===== src/blpr_pkg.sv =====
// shared constants for the bus lane, parity and ratio block
package blpr_pkg;
   localparam int BLPR_ADDR_HI = 31;
   localparam int BLPR_ADDR_LO = 5;
   localparam int BLPR_ADDR_W = BLPR_ADDR_HI - BLPR_ADDR_LO + 1;
   localparam int BLPR_LANES = 8;
   localparam int BLPR_LANE_BITS = 8;
   localparam int BLPR_SEL_W = 3;
   localparam int BLPR_RATIO_W = 4;
   // ratio in half steps: multiplier times two
   localparam logic [2:0] BLPR_SEL_2P5 = 3'h4;
   localparam logic [2:0] BLPR_SEL_3P0 = 3'h5;
   localparam logic [2:0] BLPR_SEL_3P5 = 3'h7;
   localparam logic [2:0] BLPR_SEL_4P0 = 3'h2;
   localparam logic [2:0] BLPR_SEL_4P5 = 3'h0;
   localparam logic [2:0] BLPR_SEL_5P0 = 3'h1;
   localparam logic [2:0] BLPR_SEL_5P5 = 3'h3;
   localparam logic [2:0] BLPR_SEL_6P0 = 3'h6;
   localparam logic [3:0] BLPR_HALF_2P5 = 4'h5;
   localparam logic [3:0] BLPR_HALF_3P0 = 4'h6;
   localparam logic [3:0] BLPR_HALF_3P5 = 4'h7;
   localparam logic [3:0] BLPR_HALF_4P0 = 4'h8;
   localparam logic [3:0] BLPR_HALF_4P5 = 4'h9;
   localparam logic [3:0] BLPR_HALF_5P0 = 4'ha;
   localparam logic [3:0] BLPR_HALF_5P5 = 4'hb;
   localparam logic [3:0] BLPR_HALF_6P0 = 4'hc;
   localparam logic [2:0] BLPR_SEL_RST = 3'h7;
   localparam logic [7:0] BLPR_LANE_IDLE = 8'hff;
endpackage : blpr_pkg


===== src/blpr_sync.sv =====
// two flip-flop synchroniser for pin inputs
`timescale 1ns/1ns
module blpr_sync
   import blpr_pkg::*;
#(
   parameter int WIDTH = 1,
   parameter logic [WIDTH-1:0] RST_VAL = '0
)
(
   input wire logic mclk,
   input wire logic sys_rst,
   input wire logic [WIDTH-1:0] din,
   output logic [WIDTH-1:0] dout
);
   logic [WIDTH-1:0] meta_q;
   logic [WIDTH-1:0] meta_d;
   logic [WIDTH-1:0] sync_q;
   logic [WIDTH-1:0] sync_d;

   always_comb
   begin
      meta_d = din;
      sync_d = meta_q;
   end

   always_ff @(posedge mclk or posedge sys_rst)
   begin
      if (sys_rst)
      begin
         meta_q <= RST_VAL;
         sync_q <= RST_VAL;
      end
      else
      begin
         meta_q <= meta_d;
         sync_q <= sync_d;
      end
   end

   assign dout = sync_q;
endmodule : blpr_sync


===== src/blpr_ctrl.sv =====
// lane select drive, snoop address parity check and core ratio strap latch
`timescale 1ns/1ns
module blpr_ctrl
   import blpr_pkg::*;
(
   input wire logic mclk,
   input wire logic sys_rst,
   input wire logic snoop_valid,
   input wire logic [BLPR_ADDR_W-1:0] snoop_addr,
   input wire logic addr_parity_bit,
   input wire logic cyc_start,
   input wire logic cyc_write,
   input wire logic cyc_special,
   input wire logic [BLPR_LANES-1:0] cyc_bytes,
   input wire logic [BLPR_LANES-1:0] cyc_special_code,
   input wire logic cyc_end,
   input wire logic [BLPR_SEL_W-1:0] core_ratio_sel,
   output logic [BLPR_LANES-1:0] lane_select_n,
   output logic [BLPR_LANES-1:0] lane_write_n,
   output logic addr_parity_fail_n,
   output logic [BLPR_RATIO_W-1:0] core_ratio_half,
   output logic ratio_locked
);

   ////////////////////////////////////////////////////////////////////////////
   // ratio decode
   function automatic logic [BLPR_RATIO_W-1:0] blpr_ratio(input logic [2:0] sel);
      logic [BLPR_RATIO_W-1:0] r;
      r = BLPR_HALF_3P5;
      case (sel)
         BLPR_SEL_2P5: r = BLPR_HALF_2P5;
         BLPR_SEL_3P0: r = BLPR_HALF_3P0;
         BLPR_SEL_3P5: r = BLPR_HALF_3P5;
         BLPR_SEL_4P0: r = BLPR_HALF_4P0;
         BLPR_SEL_4P5: r = BLPR_HALF_4P5;
         BLPR_SEL_5P0: r = BLPR_HALF_5P0;
         BLPR_SEL_5P5: r = BLPR_HALF_5P5;
         BLPR_SEL_6P0: r = BLPR_HALF_6P0;
         default: r = BLPR_HALF_3P5;
      endcase
      return r;
   endfunction : blpr_ratio

   ////////////////////////////////////////////////////////////////////////////
   // pin synchronisers
   logic [BLPR_SEL_W-1:0] sel_s;
   logic snoop_valid_s;
   logic [BLPR_ADDR_W-1:0] snoop_addr_s;
   logic parity_s;

   blpr_sync #(.WIDTH(BLPR_SEL_W), .RST_VAL(BLPR_SEL_RST)) u_sel_sync
   (
      .mclk(mclk),
      .sys_rst(sys_rst),
      .din(core_ratio_sel),
      .dout(sel_s)
   );

   blpr_sync #(.WIDTH(BLPR_ADDR_W + 2)) u_snoop_sync
   (
      .mclk(mclk),
      .sys_rst(sys_rst),
      .din({snoop_valid, addr_parity_bit, snoop_addr}),
      .dout({snoop_valid_s, parity_s, snoop_addr_s})
   );

   ////////////////////////////////////////////////////////////////////////////
   // ratio strap latch
   logic [1:0] rst_seen_q;
   logic [1:0] rst_seen_d;
   logic [BLPR_RATIO_W-1:0] ratio_q;
   logic [BLPR_RATIO_W-1:0] ratio_d;
   logic locked_q;
   logic locked_d;

   always_comb
   begin
      rst_seen_d = {rst_seen_q[0], 1'b1};
      ratio_d = ratio_q;
      locked_d = locked_q;
      // third clock after release: the synchroniser then holds the pin, not its reset value
      if (!locked_q && rst_seen_q[1])
      begin
         ratio_d = blpr_ratio(sel_s);
         locked_d = 1'b1;
      end
   end

   always_ff @(posedge mclk or posedge sys_rst)
   begin
      if (sys_rst)
      begin
         rst_seen_q <= 2'h0;
         ratio_q <= BLPR_HALF_3P5;
         locked_q <= 1'b0;
      end
      else
      begin
         rst_seen_q <= rst_seen_d;
         ratio_q <= ratio_d;
         locked_q <= locked_d;
      end
   end

   assign core_ratio_half = ratio_q;
   assign ratio_locked = locked_q;

   ////////////////////////////////////////////////////////////////////////////
   // snoop parity check
   logic fail_n_q;
   logic fail_n_d;

   always_comb
   begin
      fail_n_d = 1'b1;
      // even parity over bit and address 31..5 only
      if (snoop_valid_s && ((^snoop_addr_s) ^ parity_s))
      begin
         fail_n_d = 1'b0;
      end
   end

   always_ff @(posedge mclk or posedge sys_rst)
   begin
      if (sys_rst)
      begin
         fail_n_q <= 1'b1;
      end
      else
      begin
         fail_n_q <= fail_n_d;
      end
   end

   assign addr_parity_fail_n = fail_n_q;

   ////////////////////////////////////////////////////////////////////////////
   // lane select state machine
   typedef enum logic [2:0]
   {
      BLPR_IDLE = 3'h1,
      BLPR_DATA = 3'h2,
      BLPR_SPEC = 3'h4
   } blpr_state_t;

   blpr_state_t state_q;
   blpr_state_t state_d;
   logic [BLPR_LANES-1:0] lane_q;
   logic [BLPR_LANES-1:0] lane_d;
   logic [BLPR_LANES-1:0] wr_q;
   logic [BLPR_LANES-1:0] wr_d;

   always_comb
   begin
      state_d = state_q;
      lane_d = lane_q;
      wr_d = wr_q;
      case (state_q)
         BLPR_IDLE:
         begin
            if (cyc_start && cyc_special)
            begin
               state_d = BLPR_SPEC;
               lane_d = cyc_special_code;
               wr_d = BLPR_LANE_IDLE;
            end
            else if (cyc_start)
            begin
               state_d = BLPR_DATA;
               lane_d = ~cyc_bytes;
               wr_d = cyc_write ? ~cyc_bytes : BLPR_LANE_IDLE;
            end
         end
         BLPR_DATA, BLPR_SPEC:
         begin
            if (cyc_end)
            begin
               state_d = BLPR_IDLE;
               lane_d = BLPR_LANE_IDLE;
               wr_d = BLPR_LANE_IDLE;
            end
         end
         default:
         begin
            state_d = BLPR_IDLE;
            lane_d = BLPR_LANE_IDLE;
            wr_d = BLPR_LANE_IDLE;
         end
      endcase
   end

   always_ff @(posedge mclk or posedge sys_rst)
   begin
      if (sys_rst)
      begin
         state_q <= BLPR_IDLE;
         lane_q <= BLPR_LANE_IDLE;
         wr_q <= BLPR_LANE_IDLE;
      end
      else
      begin
         state_q <= state_d;
         lane_q <= lane_d;
         wr_q <= wr_d;
      end
   end

   // bit n of each lane vector governs data bits 8n+7..8n
   genvar gi;
   generate
      for (gi = 0; gi < BLPR_LANES; gi++)
      begin : g_lane
         assign lane_select_n[gi] = lane_q[gi];
         assign lane_write_n[gi] = wr_q[gi];
      end
   endgenerate

   ////////////////////////////////////////////////////////////////////////////
   // assertions
   AST_FAIL_ONE_CLK: assert property (@(posedge mclk) disable iff (sys_rst)
      (snoop_valid_s && ((^snoop_addr_s) ^ parity_s)) |=> !addr_parity_fail_n)
      else $error("parity fail not asserted after mismatch");
   AST_NO_FALSE_FAIL: assert property (@(posedge mclk) disable iff (sys_rst)
      !(snoop_valid_s && ((^snoop_addr_s) ^ parity_s)) |=> addr_parity_fail_n)
      else $error("parity fail without mismatch");
   AST_SAMPLE_ADDR: assert property (@(posedge mclk) disable iff (sys_rst)
      (!addr_parity_fail_n) |-> $past(snoop_valid, 3) &&
      ($past(addr_parity_bit, 3) ^ (^$past(snoop_addr, 3))))
      else $error("parity fail outside snoop sample");
   AST_LANE_REQ: assert property (@(posedge mclk) disable iff (sys_rst)
      (state_q == BLPR_IDLE && cyc_start && !cyc_special) |=>
      (lane_select_n == ~$past(cyc_bytes)) && state_q == BLPR_DATA)
      else $error("lane select does not match requested bytes");
   AST_WRITE_LANES: assert property (@(posedge mclk) disable iff (sys_rst)
      (state_q == BLPR_DATA) |-> (lane_write_n == lane_select_n || lane_write_n == 8'hff))
      else $error("write lanes disagree with lane select");
   AST_SPECIAL: assert property (@(posedge mclk) disable iff (sys_rst)
      (state_q == BLPR_IDLE && cyc_start && cyc_special) |=>
      (lane_select_n == $past(cyc_special_code)) && (lane_write_n == 8'hff))
      else $error("special cycle pattern not driven");
   AST_IDLE_LANES: assert property (@(posedge mclk) disable iff (sys_rst)
      (state_q == BLPR_IDLE) |-> lane_select_n == 8'hff)
      else $error("lanes active while idle");
   AST_RATIO_RANGE: assert property (@(posedge mclk) disable iff (sys_rst)
      locked_q |-> (core_ratio_half >= 4'h5 && core_ratio_half <= 4'hc))
      else $error("ratio out of range");
   AST_RATIO_DEFAULT: assert property (@(posedge mclk) disable iff (sys_rst)
      ($rose(locked_q) && $past(sel_s) == 3'h7) |-> core_ratio_half == 4'h7)
      else $error("all-high strap not 3.5");
   AST_RATIO_HIGH: assert property (@(posedge mclk) disable iff (sys_rst)
      ($rose(locked_q) && $past(sel_s) == 3'h6) |-> core_ratio_half == 4'hc)
      else $error("strap 110 not 6.0");
   AST_RATIO_HOLD: assert property (@(posedge mclk) disable iff (sys_rst)
      $past(locked_q) |-> $stable(core_ratio_half) && locked_q)
      else $error("ratio changed after lock");

   COV_PARITY_FAIL: cover property (@(posedge mclk) disable iff (sys_rst)
      $fell(addr_parity_fail_n));
   COV_WRITE: cover property (@(posedge mclk) disable iff (sys_rst)
      state_q == BLPR_DATA && lane_write_n != 8'hff);
   COV_SPECIAL: cover property (@(posedge mclk) disable iff (sys_rst)
      state_q == BLPR_SPEC);
   COV_LOCK: cover property (@(posedge mclk) disable iff (sys_rst) $rose(locked_q));
endmodule : blpr_ctrl


===== config.mk =====
export PLATFORM = sky130hd
export DESIGN_NAME = blpr_ctrl
export DESIGN_NICKNAME = d
export VERILOG_FILES = /design/src/blpr_pkg.sv /design/src/blpr_sync.sv /design/src/blpr_ctrl.sv
export SDC_FILE = /design/constraint.sdc
export NUM_CORES = 1
export LEC_CHECK = 0
export BUFFER_PORTS_ARGS = -buffer_cell sky130_fd_sc_hd__buf_4
export CORE_MARGIN = 2
export CORE_UTILIZATION = 32
export DETAILED_ROUTE_END_ITERATION = 12
export GPL_TIMING_DRIVEN = 0
export PLACE_DENSITY_LB_ADDON = 0.3
export SLEW_MARGIN = 0
export SYNTH_ARGS = -nofsm -noshare
export SYNTH_HDL_FRONTEND = slang
export SYNTH_HIERARCHICAL = 1
export SYNTH_SLANG_ARGS = --single-unit

===== constraint.sdc =====
create_clock -name mclk -period 1.82 [get_ports mclk]
set_input_delay 0 -clock mclk [delete_from_list [all_inputs] [get_ports mclk]]
set_output_delay 0 -clock mclk [all_outputs]
set_load 0.01 [all_outputs]

==> out/results.txt <==
critical path endpoint category - flop
# H-tree levels - 3
maxcap violations - 0
initial antenna violation count - 0
period utilization - 96.0%
critical path type - reg2reg
Gate power share - 19.1%
Pint - 3.61 mW
peak supply drop - 568 uV
R2R Setup Slk - 0.07 ns
type of origin of the critical path - flop
NetSw - 1.17 mW
Mapped Cells - 203
Max FO, Critical Path - 5
Overall Global Routing Usage - 11.9%
DIE AREA - 10300 sq um
antenna viol nets, final - 0
area leader, netlist - dfrtp_1
cts bufs inserted - 9
Max Buffers Root-to-Sink - 2
Seq/Total Area, Yosys - 76.4%
core area - 9200 sq um
Synth cell types - 28
arrival time of the worst setup path - 2.02 ns
reg2reg start - state_q[0]
die height - 101 microns
Initial Utilization - 32.9%
largest net degree at the start of global routing - 45
Final WS setup - 0.0723 ns
CTS tree - done
Leak - 2.00 nW
worst skew pair latency - 0.35 ns
placed insts - 390
outcome - finished clean
DP Worst Slack - 0.135 ns
Clk pwr share - 31.0%
f_max - 572 MHz
DRT Pass-1 Iters - 4
worst min path class - in2reg
most common library cells after synthesis - dfrtp_1 (64), dfstp_2 (27), xnor2_1 (21)
Seq cells post-synth - 91
num rows - 35
Worst Setup SP - state_q[0]
first-pass GRT wire length - 9250 microns
ANT cells - 0
fin cells - 456
beginning of the worst hold path - cyc_special_code[1]
clock sink count - 91
Yosys warning total - 6
clock slew at reported path FFs - 0.09 ns
syn_nets - 258
Die X - 101 microns
final-report hold violation count - 0
Post-synth EDFFs - 0
vias per cell - 4.32
Congestion Overflow GR - 0
most common cell in the netlist - dfrtp_1
share of synthesized flip-flops with an asynchronous set or reset - 100%
DRT Wirelength - 5660 microns
fin crit period - 1.75 ns
top-level I/O count - 76
P&R area growth vs syn - 48.0%
drt initial violations - 52
Avg Inst Size Synth - 14.9 sq um
Slew @ Worst Pin - 1.06 ns
cell area after synthesis - 3030 sq um
Final setup viols - 0
fin. max-slew vios - 0
CP required - 2.09 ns
drt wl/cell - 12.4 microns
Slew HR - 29.4%
clock skew - 0.0117 ns
nets - 395
HPWL after DPL - 3660 microns
sequential share of power - 50.0%
DRC - 0
pwr dens - 1070 nW/um^2
Port-buffer cells - 75
sw frac - 24.5%
top cell type's share of synthesized area - 52.9%
share of cells above drive strength 1 - 38.0%
dominant synthesized flop cell - dfrtp_1
Area contributors post-synth - dfrtp_1 (53%), dfstp_2 (23%), xnor2_1 (6.1%)
via count - 1969
RSZ-0062 raised after global routing - no
vias in the first global route - 1997
CTS root buffer - clkbuf_8
Final Wtd Congestion - 0.834
==> metal layers <==
metal	share of wire (%)	vias up	wire length, microns	GRT usage [%]
met1	41	971	2330	14.4
met2	53	48	2990	19.3
li1	-	940	-	-
met5	0	-	0	0
met3	4.0	10	224	3.45
met4	2.1	0	121	6.44
==> cells by family (layout without fill, tap and decap cells) <==
family          Yosys count  after routing  synth area share, %
other cells               1              1                0.124
compound gates           31             31                 5.95
flops                    91             91                 76.4
mux                       2              2                0.744
simple gates             42             42                 6.49
buf+inv                  10            152                 1.53
fa+ha+maj                 1              1                0.413
xor+xnor                 25             25                 8.39
==> cells in the final DEF (no fill, tap or decap), types with 3 or more instances in the layout <==
master	count
xnor2_1	21
a31oi_1	16
dfrtp_1	64
buf_2	4
clkbuf_8	10
nand2_1	13
dfstp_2	27
dlygate4sd3_1	50
a21oi_1	3
o21ai_0	10
inv_1	3
buf_4	76
nor2_1	18
==> through the flow <==
stage	cell area, sq um	TNS [ns]	hold WS (ns)	utilization [%]	total power [mW]
after detailed placement	3750	0	-0.000742	40.8	3.26
after floorplan	3030	0	-0.000977	-	2.88
after global routing	4480	0	0.0171	48.7	5.07
after global placement	3730	-9.73	0.110	40.5	3.24
after CTS	4470	0	0.00160	48.7	4.87
final	4480	0	0.0189	48.7	4.78
==> cell type report <==
cell class              instances  area (sq um)
flip-flops and latches         91          2310
well taps                     111           139
repair buffers                126          1080
fillers                       802          4720
multi-input cells             102           676
clock buffers                  10           138
plain buffers                   6          31.3
inverters                       4          15.0
clock inverters                 6          87.6
==> registers in the layout, indices dropped and copies added (netlist names) <==
signal               count
addr_parity_fail_n       1
core_ratio_half          4
lane_select_n            8
lane_write_n             8
ratio_locked             1
rst_seen_q               2
state_q                  3
u_sel_sync/dout          3
u_sel_sync/meta_q        3
u_snoop_sync/dout       29
u_snoop_sync/meta_q     29
==> worst paths after layout <==
check                      cells after the start                       to
setup / recovery                               4               state_q[1]
setup reg to reg                               4               state_q[1]
min in group asynchronous                      3  u_snoop_sync/meta_q[22]
hold reg to reg                                0            rst_seen_q[1]
max in group asynchronous                      3               state_q[2]
hold / removal                                 3         lane_select_n[1]
==> repair_timing <==
action	CTS	global route
resized for setup	0	1
endpoints found under the setup margin	0	6
hold buffers	50	0
endpoints found under the hold margin	117	0
buffers inserted	0	0
==> power groups by stage <==
stage | Sequential [mW] | Clock (mW) | Combinational (mW)
floorplan | 2.46 | 0 | 0.411
global placement | 2.42 | 0 | 0.815
detailed placement | 2.43 | 0 | 0.828
CTS | 2.39 | 1.56 | 0.918
global route | 2.42 | 1.64 | 1.01
finish | 2.39 | 1.48 | 0.912
==> critical path, cell delays in order, from the launching register on <==
cell and delay [ns]:
dfstp_2 0.58, nand3b_1 0.10, or2_2 0.28, a21oi_1 0.15
dlygate4sd3_1 0.57
Power figures use the tool's default switching activity.
